==> config.mk <==
export PLATFORM = sky130hd
export DESIGN_NAME = remote_irq_route_line_size_regs
export DESIGN_NICKNAME = d
export VERILOG_FILES = /design/src/irq_line_pkg.sv /design/src/pin_sync.sv /design/src/remote_irq_route_line_size_regs.sv
export VERILOG_INCLUDE_DIRS = /design/src /design/src/src
export SDC_FILE = /design/constraint.sdc
export NUM_CORES = 1
export LEC_CHECK = 0
export BUFFER_PORTS_ARGS = -buffer_cell sky130_fd_sc_hd__buf_2
export CAP_MARGIN = 20
export CORE_MARGIN = 8
export CORE_UTILIZATION = 46
export DETAILED_ROUTE_END_ITERATION = 7
export PLACE_DENSITY = 0.78
export SETUP_SLACK_MARGIN = 0.5
export SYNTH_ARGS = -nofsm -noshare
export SYNTH_HDL_FRONTEND = slang
export SYNTH_SLANG_ARGS = --single-unit
==> constraint.sdc <==
create_clock -name clk -period 1.1 [get_ports clk]
set_input_delay 0.165 -clock clk [delete_from_list [all_inputs] [get_ports clk]]
set_output_delay 0.165 -clock clk [all_outputs]
set_load 0.02 [all_outputs]
==> src/irq_line_defines.svh <==
// Constants for the remote interrupt routing and dual image width registers
// Contract
// - Four-bit read/write remote interrupt pin selector
// - Selector zero disables remote interrupt routing
// - Code one: port0 remote, port1 main
// - Codes 1000-1111: remote interrupt combines both ports (port0 only in dual-link mode); codes 0010-0111 route nothing
// - Codes 1000-1011 route to local pins
// - Codes 1100-1111 route to alternate pins
// - Thirteen-bit width split over two registers
// - Width resets to 1280 pixels
// - Splitter line is twice the width
// - Dual-DSI mode uses same width
`ifndef IRQ_LINE_DEFINES_SVH
`define IRQ_LINE_DEFINES_SVH
`define ADDR_WIDTH_LOW    8'h32
`define ADDR_WIDTH_HIGH   8'h33
`define ADDR_IRQ_ROUTING  8'h30
`define ADDR_EVT_STATUS   8'h40
`define ADDR_EVT_MASK     8'h41
`define RST_WIDTH_LOW     8'h00
`define RST_WIDTH_HIGH    5'h05
`define RST_ROUTING       4'h0
`define EVT_BITS          2
`define WIDTH_LIMIT       13'h1000
`endif

==> src/irq_line_pkg.sv <==
// Types shared by the routing register bank
`default_nettype none
package irq_line_pkg;
  typedef struct packed {
    logic [7:0] addr;
    logic [7:0] wdata;
    logic       wr;
    logic       rd;
  } reg_req_t;
  typedef enum logic [1:0] {
    ROUTE_OFF   = 2'b00,
    ROUTE_SPLIT = 2'b01,
    ROUTE_LOCAL = 2'b10,
    ROUTE_ALT   = 2'b11
  } route_kind_t;
endpackage : irq_line_pkg
`default_nettype wire

==> src/pin_sync.sv <==
// Three-flop input synchroniser that reports a change once stages two and three agree
`timescale 1ns/1ps
`default_nettype none
module pin_sync (
  // Clock and reset
  input  wire logic clk,
  input  wire logic rst_n,
  // Pin and clean level
  input  wire logic pin,
  output logic      level
);
  logic s1;
  logic s2;
  logic s3;
  always_ff @(posedge clk or negedge rst_n) begin
    if (!rst_n) begin
      s1 <= 1'b0;
      s2 <= 1'b0;
      s3 <= 1'b0;
    end else begin
      s1 <= pin;
      s2 <= s1;
      s3 <= s2;
    end
  end
  always_ff @(posedge clk or negedge rst_n) begin
    if (!rst_n) level <= 1'b0;
    else if (s2 == s3) level <= s3;
  end
endmodule : pin_sync
`default_nettype wire

==> src/remote_irq_route_line_size_regs.sv <==
// Remote interrupt routing selector and dual image width register bank
//
// Our own choice: the plain strobed port.
`timescale 1ns/1ps
`default_nettype none
`include "irq_line_defines.svh"
module remote_irq_route_line_size_regs (
  // Clock and reset
  input  wire logic                   clk,
  input  wire logic                   rst_n,
  // Register port
  input  wire irq_line_pkg::reg_req_t req,
  output logic [7:0]                  rdata,
  // Remote interrupt sources from the link ports, dual-link mode and the local main interrupt
  input  wire logic                   port0_remote_irq,
  input  wire logic                   port1_remote_irq,
  input  wire logic                   dual_link_mode,
  input  wire logic                   local_main_irq,
  // Interrupt outputs
  output logic                        remote_irq_out,
  output logic                        main_irq_out,
  output logic [3:0]                  gpio_irq_out,
  output logic [3:0]                  alt_gpio_irq_out,
  output logic                        event_irq,
  // Splitter parameters
  output logic [12:0]                 dual_image_width,
  output logic [13:0]                 combined_line_width,
  output logic                        width_over_limit
);
  import irq_line_pkg::*;

  logic [3:0]  remote_irq_pin_select;
  logic [7:0]  dual_image_width_lo;
  logic [4:0]  dual_image_width_hi;
  logic [`EVT_BITS-1:0] evt_status;
  logic [`EVT_BITS-1:0] evt_mask;
  logic [`EVT_BITS-1:0] evt_set;
  logic        p0;
  logic        p1;
  logic        p0_d;
  logic        p1_d;
  logic        remote_any;
  route_kind_t route_kind;
  logic        wr_routing;
  logic        wr_low;
  logic        wr_high;
  logic        wr_status;
  logic        wr_mask;

  // Remote interrupts come from the link receivers on another timing
  pin_sync u_sync0 (
    .clk   (clk),
    .rst_n (rst_n),
    .pin   (port0_remote_irq),
    .level (p0)
  );
  pin_sync u_sync1 (
    .clk   (clk),
    .rst_n (rst_n),
    .pin   (port1_remote_irq),
    .level (p1)
  );

  assign wr_routing = req.wr && (req.addr == `ADDR_IRQ_ROUTING);
  assign wr_low     = req.wr && (req.addr == `ADDR_WIDTH_LOW);
  assign wr_high    = req.wr && (req.addr == `ADDR_WIDTH_HIGH);
  assign wr_status  = req.wr && (req.addr == `ADDR_EVT_STATUS);
  assign wr_mask    = req.wr && (req.addr == `ADDR_EVT_MASK);

  // Selector register; upper nibble is reserved and dropped on write
  always_ff @(posedge clk or negedge rst_n) begin
    if (!rst_n) remote_irq_pin_select <= `RST_ROUTING;
    else if (wr_routing) remote_irq_pin_select <= req.wdata[3:0];
  end

  always_ff @(posedge clk or negedge rst_n) begin
    if (!rst_n) dual_image_width_lo <= `RST_WIDTH_LOW;
    else if (wr_low) dual_image_width_lo <= req.wdata;
  end

  always_ff @(posedge clk or negedge rst_n) begin
    if (!rst_n) dual_image_width_hi <= `RST_WIDTH_HIGH;
    else if (wr_high) dual_image_width_hi <= req.wdata[4:0];
  end

  // Splitter and dual-DSI both see the same 2D width; combined line is double
  always_ff @(posedge clk or negedge rst_n) begin
    if (!rst_n) begin
      dual_image_width    <= {`RST_WIDTH_HIGH, `RST_WIDTH_LOW};
      combined_line_width <= {`RST_WIDTH_HIGH, `RST_WIDTH_LOW, 1'b0};
      width_over_limit    <= 1'b0;
    end else begin
      dual_image_width    <= {dual_image_width_hi, dual_image_width_lo};
      combined_line_width <= {dual_image_width_hi, dual_image_width_lo, 1'b0};
      // Hardware does not clamp; the flag only warns software of a bad value
      width_over_limit    <= {dual_image_width_hi, dual_image_width_lo} > `WIDTH_LIMIT;
    end
  end

  always_comb begin
    unique case (remote_irq_pin_select[3:2])
      2'b00:   route_kind = (remote_irq_pin_select[1:0] == 2'b01) ? ROUTE_SPLIT : ROUTE_OFF;
      2'b01:   route_kind = ROUTE_OFF;
      2'b10:   route_kind = ROUTE_LOCAL;
      2'b11:   route_kind = ROUTE_ALT;
    endcase
  end

  // Combined unless dual-link treats both links as one stream
  assign remote_any = dual_link_mode ? p0 : (p0 | p1);

  always_ff @(posedge clk or negedge rst_n) begin
    if (!rst_n) begin
      remote_irq_out   <= 1'b0;
      main_irq_out     <= 1'b0;
      gpio_irq_out     <= 4'h0;
      alt_gpio_irq_out <= 4'h0;
    end else begin
      remote_irq_out   <= (route_kind == ROUTE_SPLIT) & p0;
      main_irq_out     <= local_main_irq | ((route_kind == ROUTE_SPLIT) & p1);
      gpio_irq_out     <= 4'h0;
      alt_gpio_irq_out <= 4'h0;
      if (route_kind == ROUTE_LOCAL)
        gpio_irq_out[remote_irq_pin_select[1:0]] <= remote_any;
      if (route_kind == ROUTE_ALT)
        alt_gpio_irq_out[remote_irq_pin_select[1:0]] <= remote_any;
    end
  end

  // Events: rising edge of each port's remote interrupt
  always_ff @(posedge clk or negedge rst_n) begin
    if (!rst_n) begin
      p0_d <= 1'b0;
      p1_d <= 1'b0;
    end else begin
      p0_d <= p0;
      p1_d <= p1;
    end
  end
  assign evt_set = {p1 & ~p1_d, p0 & ~p0_d};

  // Set wins over a simultaneous write-one clear
  always_ff @(posedge clk or negedge rst_n) begin
    if (!rst_n) evt_status <= '0;
    else evt_status <= (evt_status & ~(wr_status ? req.wdata[`EVT_BITS-1:0] : '0)) | evt_set;
  end

  always_ff @(posedge clk or negedge rst_n) begin
    if (!rst_n) evt_mask <= '0;
    else if (wr_mask) evt_mask <= req.wdata[`EVT_BITS-1:0];
  end

  assign event_irq = |(evt_status & evt_mask);

  // Read data valid the cycle after the strobe only; unmapped reads zero
  always_ff @(posedge clk or negedge rst_n) begin
    if (!rst_n) rdata <= 8'h00;
    else if (req.rd) begin
      unique case (req.addr)
        `ADDR_IRQ_ROUTING: rdata <= {4'h0, remote_irq_pin_select};
        `ADDR_WIDTH_LOW:   rdata <= dual_image_width_lo;
        `ADDR_WIDTH_HIGH:  rdata <= {3'h0, dual_image_width_hi};
        `ADDR_EVT_STATUS:  rdata <= {6'h00, evt_status};
        `ADDR_EVT_MASK:    rdata <= {6'h00, evt_mask};
        default:           rdata <= 8'h00;
      endcase
    end else rdata <= 8'h00;
  end
endmodule : remote_irq_route_line_size_regs
`default_nettype wire

-- Word level (Yosys, flattened, before mapping)
Cells that the tools add are included.
- flip-flop bits (word level): 63
- input bits: 24
- output and inout port bits: 47
- logic and storage cells: 70
- magnitude comparators: 3
- eq/ne operators: 14
- mux-type cells: 10
- bitwise gates (word level): 13
- reduce and logical (&&, ||, !) cells: 8
- operator list (kind ; count):
    8-bit one-hot mux with 5 select lines ; 1
    8-bit by 6-bit equality test with 1-bit output, second input constant ; 3
    8-bit by 7-bit equality test with 1-bit output, second input constant ; 2
    13-bit greater-than comparator, second input constant ; 1
    2-bit equality test, second input constant ; 4
    4-bit two-way mux ; 2
    8-bit two-way mux ; 1
    2-bit one-hot mux with 4 select lines ; 1
    2-bit by 1-bit equality test with 1-bit output, second input constant ; 3
    1-bit logical AND ; 6
    1-bit AND ; 4
    2-bit AND ; 2
    4-bit AND ; 1
    2-bit by 3-bit less-than comparator with 1-bit output, second input constant ; 1
    1-bit two-way mux ; 3
    1-bit demux with 2-bit select ; 1
    1-bit equality test ; 2
    2-bit by 1-bit >= comparator with 1-bit output, second input constant ; 1
    2-bit zero test ; 1
    2-bit two-way mux ; 1
    1-bit inverter ; 2
    2-bit inverter ; 1
    1-bit OR ; 2
    2-bit OR ; 1
    2-bit OR reduction ; 1

-- Logic depth before layout (Yosys ltp)
Gate-level depths: netlist of the first run.
- word-level depth: 6
- mapped depth: 5

-- Modules after synthesis
A second synthesis of the first run with hierarchy kept.
- cells, all modules: 178
- area total of the unflattened synthesis: 2484.9 um2
- modules (own cells, without submodules) (module ; times used ; cells an instance ; area each (um2) ; sequential area each (um2)):
    remote_irq_route_line_size_regs ; 1 ; 168 ; 2262.2 ; 1381.3
    pin_sync ; 2 ; 5 ; 111.4 ; 100.1

-- Least setup slack after synthesis of the first run
OpenSTA, ideal clock, no wires.
- path kind: in2reg
- start: input port req[13] (netlist bit)
- end: register dual_image_width_lo[0]
- setup time: 0.125 ns
- arrival time: 1.157 ns
- data required time: 0.975 ns
- setup slack: -0.182 ns
- cell stages on the path: 4
- buffers on the path: 1
- path through: nor3_4 and4_1 buf_6 mux2_2
- longest elaborated chain between the ends: 2
- RTL lines (what ; RTL line ; text):
    from (decl) ; remote_irq_route_line_size_regs.sv:12 ; input wire irq_line_pkg::reg_req_t req,
    8-bit by 6-bit equality test with 1-bit output ; - ;
    1-bit logical AND ; remote_irq_route_line_size_regs.sv:65 ; assign wr_low = req.wr && (req.addr == `ADDR_WIDTH_LOW);
    to (signal assigned) ; remote_irq_route_line_size_regs.sv:77 ; if (!rst_n) dual_image_width_lo <= `RST_WIDTH_LOW;
    to (signal assigned) ; remote_irq_route_line_size_regs.sv:78 ; else if (wr_low) dual_image_width_lo <= req.wdata;
    to (decl) ; remote_irq_route_line_size_regs.sv:33 ; logic [7:0] dual_image_width_lo;
Every way passes these cells.
A chain may end at the register's enable or synchronous reset.

-- Worst setup path after layout of the first run
- start: register evt_mask[1]
- end: output port event_irq
- longest elaborated chain between the ends: 2
- RTL lines (what ; RTL line ; text):
    from (decl) ; remote_irq_route_line_size_regs.sv:36 ; logic [`EVT_BITS-1:0] evt_mask;
    from (signal assigned) ; remote_irq_route_line_size_regs.sv:150 ; else if (wr_mask) evt_mask <= req.wdata[`EVT_BITS-1:0];
    2-bit AND ; remote_irq_route_line_size_regs.sv:153 ; assign event_irq = |(evt_status & evt_mask);
    2-bit OR reduction ; remote_irq_route_line_size_regs.sv:153 ;
    to (decl) ; remote_irq_route_line_size_regs.sv:24 ; output logic event_irq,
Every way passes these cells.

==> results_dict.tcl, run 1 <==
set metrics [dict create \
    failed_checks "negative hold slack, negative setup slack" \
    fin_skew_ns 0.00579 \
    path_clk_slew_ns 0.06 \
    num-fill-cells 286 \
    power_mw 4.96 \
    cts-buffers-inserted 9 \
    multi_input_area_um2 995 \
    netlist.area_leader.share_pct 60.6 \
    grt_pass1_wl_um 10400 \
    grt_max_degree 46 \
    die-width_um 88.8 \
    vias_per_cell 5.05 \
    yosysUniqueCellTypes 38 \
    setup_ws_ns -0.183 \
    synth_enable_flop_cells 0 \
    syn_avg_cell_area_um2 14.3 \
    cp.arrival_ns 1.12 \
    dieHeight_um 88.8 \
    critPathKind "reg2out" \
    worst_skew_pair.late_latency_ns 0.33 \
    core_um2 5110 \
    ios 71 \
    synth_compound_area_share_pct 4.16 \
    std_cell_rows 26 \
    finalNetCount 300 \
    pre_cts_slack_ns -0.275 \
    fmax_mhz 779 \
    place.gp.congestion 0.772 \
    drc 0 \
    grt_usage_pct 18.1 \
    min_period_over_period_pct 117 \
    dr_total_vias 1774 \
    synth_top_flop_cell "dfrtp_1" \
    setup_tns_ns -0.568 \
    maxCapViolCount 0 \
    drt_wl_total_um 6920 \
    cts_hold_buffers 2 \
    ys_ff_latch 63 \
    layout_min_cycle_time_ns 1.28 \
    syn_nets 195 \
    dpl.hpwl_um 4040 \
    yosys-top-cells-count "dfrtp_1 (59), mux2_2 (22), buf_4 (14)" \
    cts_tree "yes" \
    detail_route.first_pass.iterations 4 \
    initial_core_util_pct 47.7 \
    dp_cells 310 \
    diodes 0 \
    port_buffers 69 \
    ir_drop_uv 1050 \
    netlist_area_um2 2440 \
    wire_per_inst_um 19.7 \
    synthAdderAreaFrac_pct 0.821 \
    grt_overflow 0 \
    netlist_instances 171 \
    yosys_warnings 0 \
    cts.sink_count 63 \
    worst_hold_slack_ns -0.328 \
    holdCritPathClass "in2async" \
    hold_viol 60 \
    antenna_found_initial 0 \
    critPathCaptureType "output pin" \
    synth_top_family_by_area "multiplexers" \
    worstPathMaxFanout 2 \
    synth-simple-area-share_pct 11.2 \
    synthArstFlopShare_pct 100 \
    outcome "finished, violations left" \
    leakage_nw 1.88 \
    crit_required_ns 0.94 \
    synth_top_cell_by_area "dfrtp_1" \
    die_area_um2 7880 \
    grt_pass1_vias 2024 \
    rsz0062_at_grt "yes" \
    cts-root-buf "clkbuf_8" \
    drive_above_1_share_pct 73.0 \
    yosysSeqAreaShare_pct 64.9 \
    drt_iter0_markers 47 \
    synthMuxAreaShare_pct 11.9 \
    yosys.area_share.xor_xnor_pct 0 \
    slew_viol_final 0 \
    power_density_nw_per_um2 1240 \
    final_cells 351 \
    cts_buffer_depth 2 \
    start_kind "flip-flop" \
    synth.most_common_cell "dfrtp_1" \
    finalSetupViolCount 10 \
    syn2layout_area_growth_pct 64.5 \
    htreeDepth 3 \
    final_antenna_net_count 0 \
    seq_area_um2 1610 \
    synth_area_leaders "dfrtp_1 (61%), mux2_2 (10%), buf_4 (4.3%)" \
]
[worst paths after layout]
path / slack (ns) / cells past startpoint / startpoint / to
max in group asynchronous: 0.88 / 2 / rst_n / dual_image_width_hi[0]
worst min-delay path: -0.33 / 1 / rst_n / rdata[7]
worst max register to register: -0.09 / 5 / evt_mask[1] / rdata[1]
min in group clk: 0.01 / 2 / local_main_irq / main_irq_out
worst max-delay path: -0.18 / 2 / evt_mask[1] / event_irq
worst min register to register: 0.35 / 0 / u_sync0.s1 / u_sync0.s2
[layer usage]
layer	vias up	GRT usage (%)	wire length (µm)
met5	-	0	0
met4	0	9.06	168
met3	14	6.13	572
met2	73	32.3	3640
met1	885	18.2	2540
li1	802	-	-
[worst max-delay path, stage by stage (launching register included)]
cell and delay (ns):
dfrtp_1 0.40, a22o_4 0.27, buf_6 0.13
[flip-flops by register name (all words and copies together) (netlist names)]
register,count
u_sync1.s2,1
evt_mask,2
p1_d,1
dual_image_width_lo,8
rdata,8
u_sync1.s1,1
alt_gpio_irq_out,4
u_sync0.s1,1
u_sync1.s3,1
p0_d,1
remote_irq_out,1
evt_status,2
u_sync0.s3,1
main_irq_out,1
u_sync1.level,1
u_sync0.s2,1
remote_irq_pin_select,4
width_over_limit,1
combined_line_width,13
u_sync0.level,1
gpio_irq_out,4
dual_image_width_hi,5
[power by group]
| part | leakage (nW) | internal (mW) | switching [mW] | total [mW] |
|---|---|---|---|---|
| registers | 0.793 | 2.42 | 0.103 | 2.52 |
| logic | 0.997 | 0.385 | 0.318 | 0.703 |
| clock network | 0.0877 | 0.941 | 0.795 | 1.74 |
| total | 1.88 | 3.74 | 1.22 | 4.96 |
[metrics by stage]
stage | utilization, % | cell area (µm²) | hold WS (ns)
4_1_cts | 74.7 | 3810 | -0.339
5_1_grt | 78.5 | 4010 | -0.331
3_3_place_gp | 58.7 | 3000 | 0.0271
2_1_floorplan | - | 2620 | -0.131
6_report | 78.5 | 4010 | -0.328
3_5_place_dp | 58.7 | 3000 | 0.0262
[final cells by class]
| type | count | area share (%) |
|---|---|---|
| clock inverter | 1 | 0.125 |
| clock buffer | 15 | 4.15 |
| inverter | 5 | 0.468 |
| multi-input combinational | 84 | 24.8 |
| tap | 70 | 2.18 |
| sequential | 63 | 40.1 |
| timing repair buffer | 113 | 28.2 |
[cell usage in the layout, fill, tap and decap left out, types with 2 or more instances in the layout]
master and instances:
dfrtp_1 39, clkbuf_1 4, nor4_4 3, dlygate4sd3_1 2, buf_6 72, clkbuf_8 11
nor4b_4 2, nand4_1 5, nor4_2 2, mux2_4 24, dfrtp_2 20, nor2_4 2
dfstp_2 4, buf_12 3, maj3_2 2, inv_1 5, nor2_1 6, a22oi_2 3
buf_4 16, o211ai_1 2, nor3_2 3, buf_8 2, buf_2 18, a22o_1 2
nor3b_2 2
[kinds of logic after synthesis]
logic type	Yosys count
AOI/OAI and AO/OA	14
muxes	26
adders and majority gates	2
DFF	63
buffers and inverters	24
and+or+nand+nor	41
other	1
[timing repair]
item                       CTS  global route
pin swaps                   12            11
setup endpoints to repair   93            97
resized for setup          149            26
hold endpoints to repair    63            25
buffers inserted            10            13
Power figures use the tool's default switching activity.
==> run 2, diff against run 1 <==
--- a/config.mk
+++ b/config.mk
@@ -9,9 +9,9 @@
 export BUFFER_PORTS_ARGS = -buffer_cell sky130_fd_sc_hd__buf_2
 export CAP_MARGIN = 20
 export CORE_MARGIN = 8
-export CORE_UTILIZATION = 46
+export CORE_UTILIZATION = 35
 export DETAILED_ROUTE_END_ITERATION = 7
-export PLACE_DENSITY = 0.78
+export PLACE_DENSITY = 0.63
 export SETUP_SLACK_MARGIN = 0.5
 export SYNTH_ARGS = -nofsm -noshare
 export SYNTH_HDL_FRONTEND = slang
==> run 2 against run 1 <==
  * Maximum frequency increased by 0.11%
  * Via count grew 0.17%
  * Highest routed layer unchanged
  * Die area up 25%
  * Clock power up 16%
  * Register-to-register slack improved by 0.03 ns
  * Total power grew 4.2%
  * Clock skew rose by 0.0023 ns
  * Wire length down 7.5%
  * The run still ends with negative hold slack, negative setup slack left
  * Design area is 2.6% lower
  * Final cell count rose by 1.7%
  * First-iteration DRC count rose by 51%
  * Global-route usage is 5.0 points lower
==> results_dict.tcl, run 2 (same netlist as run 1, synthesis figures left out) <==
set metrics [dict create \
    failed_checks "negative hold slack, negative setup slack" \
    initial_core_util_pct 36.1 \
    power_density_nw_per_um2 1320 \
    wire_per_inst_um 17.9 \
    drc 0 \
    ir_drop_uv 1470 \
    rsz0062_at_grt "yes" \
    grt_overflow 0 \
    dieHeight_um 99.5 \
    crit_chain "a22o_4, buf_6" \
    p_sw_share_pct 23.7 \
    finalSetupViolCount 6 \
    die_area_um2 9890 \
    layout_min_cycle_time_ns 1.28 \
    finalNetCount 296 \
    grt_pass1_vias 1935 \
    layout_commonest_cell "buf_6" \
    largest_reg_flops 13 \
    drt_iter0_markers 71 \
    top_regs "combined_line_width: 13 flops, dual_image_width_lo: 8 flops, rdata: 8 flops" \
    pwr-share-comb_pct 12.5 \
    num-fill-cells 533 \
    p_switching_mw 1.23 \
    start_kind "flip-flop" \
    cts_hold_buffers 2 \
    crit_family "flip-flops" \
    std_cell_rows 30 \
    syn2layout_area_growth_pct 60.2 \
    cp.arrival_ns 1.12 \
    slew_viol_final 0 \
    hold_viol 59 \
    setup_ws_ns -0.182 \
    worst_skew_pair.late_latency_ns 0.33 \
    drive_above_1_share_pct 69.7 \
    critPathKind "reg2out" \
    diodes 0 \
    worstPathMaxFanout 2 \
    internal-power_mw 3.94 \
    dr_total_vias 1777 \
    detail_route.first_pass.iterations 4 \
    maxCapViolCount 0 \
    dp_cells 316 \
    critPathBufInv 1 \
    dpl.hpwl_um 4020 \
    cts.sink_count 63 \
    power_mw 5.17 \
    drt_wl_total_um 6400 \
    clock_power_share_pct 38.8 \
    p_seq_share_pct 48.6 \
    cpMaxStageDelayCell "dfrtp_1" \
    ios 71 \
    critPathCaptureType "output pin" \
    final_antenna_net_count 0 \
    final_cells 357 \
    leakage_nw 1.85 \
    die-width_um 99.5 \
    rrSetupSlack_ns -0.06 \
    fin_util_pct 57.8 \
    vias_per_cell 4.98 \
    cp_slowest_stage_delay_ns 0.40 \
    top_register "combined_line_width" \
    cts_tree "yes" \
    core_um2 6760 \
    grt_usage_pct 13.1 \
    port_buffers 69 \
    grt_pass1_wl_um 9970 \
    fin_skew_ns 0.00806 \
    place.gp.congestion 0.787 \
    path_clk_slew_ns 0.07 \
    final_cell_mix "buf_6 (70), dfrtp_1 (43), mux2_4 (20)" \
    cts-root-buf "clkbuf_8" \
    setup_tns_ns -0.496 \
    cts-buffers-inserted 9 \
    outcome "finished, violations left" \
    worst_hold_slack_ns -0.173 \
    grt_max_degree 64 \
    antenna_found_initial 0 \
    crit_required_ns 0.94 \
    holdCritPathClass "in2async" \
    min_period_over_period_pct 117 \
    fmax_mhz 780 \
    cts_buffer_depth 2 \
    htreeDepth 3 \
]
[run 2: cell types whose count changed in the layout (fill, tap and decap cells not counted), sizes merged]
| cell | delta |
|---|---|
| bufinv | +1 |
| buf | -4 |
| clkinvlp | +1 |
| clkbuf | -2 |
[run 2: cell type report]
cell class | count | area, µm² | area share [%]
clock buffers | 13 | 159 | 4.07
clock inverters | 3 | 42.5 | 1.09
inverters | 5 | 18.8 | 0.481
multi-input cells | 84 | 907 | 23.2
repair buffers | 109 | 1080 | 27.6
well taps | 80 | 100 | 2.56
flip-flops and latches | 63 | 1600 | 41.0
[run 2: power groups by stage]
stage	logic (mW)	registers (mW)	clock network [mW]
floorplan	0.250	2.55	0
global placement	0.449	2.53	0
detailed placement	0.456	2.53	0
CTS	0.616	2.51	2.06
global route	0.690	2.52	2.17
finish	0.648	2.51	2.01
[run 2: stage by stage]
stage | hold WS [ns] | instance area, µm² | setup WS, ns
after floorplan | -0.131 | 2620 | -0.175
after global placement | 0.195 | 2980 | -0.283
after detailed placement | 0.198 | 2980 | -0.304
after CTS | -0.169 | 3810 | -0.194
after global routing | -0.158 | 3910 | -0.206
final | -0.173 | 3910 | -0.182
[run 2: path summary, 6_finish.rpt]
| kind | startpoint | to | cells after the start |
|---|---|---|---|
| setup / recovery | evt_mask[1] | event_irq | 2 |
| hold / removal | rst_n | combined_line_width[7] | 2 |
| setup reg to reg | evt_status[0] | rdata[0] | 4 |
| hold reg to reg | u_sync1.s1 | u_sync1.s2 | 0 |
| max in group asynchronous | rst_n | dual_image_width_hi[2] | 2 |
| min in group clk | local_main_irq | main_irq_out | 2 |
[run 2: repair_timing]
| action | in CTS | in global routing |
|---|---|---|
| resized for setup | 138 | 12 |
| endpoints found under the setup margin | 93 | 95 |
| setup buffers | 16 | 7 |
| pin swaps | 11 | 9 |
| hold endpoints to repair | 61 | 60 |
[run 2: layer usage]
layer	up-vias	global-route usage, %	wire, µm
li1	799	-	-
met1	891	14.0	2480
met2	74	22.0	3250
met3	13	6.35	570
met4	0	4.54	98
met5	-	0	0
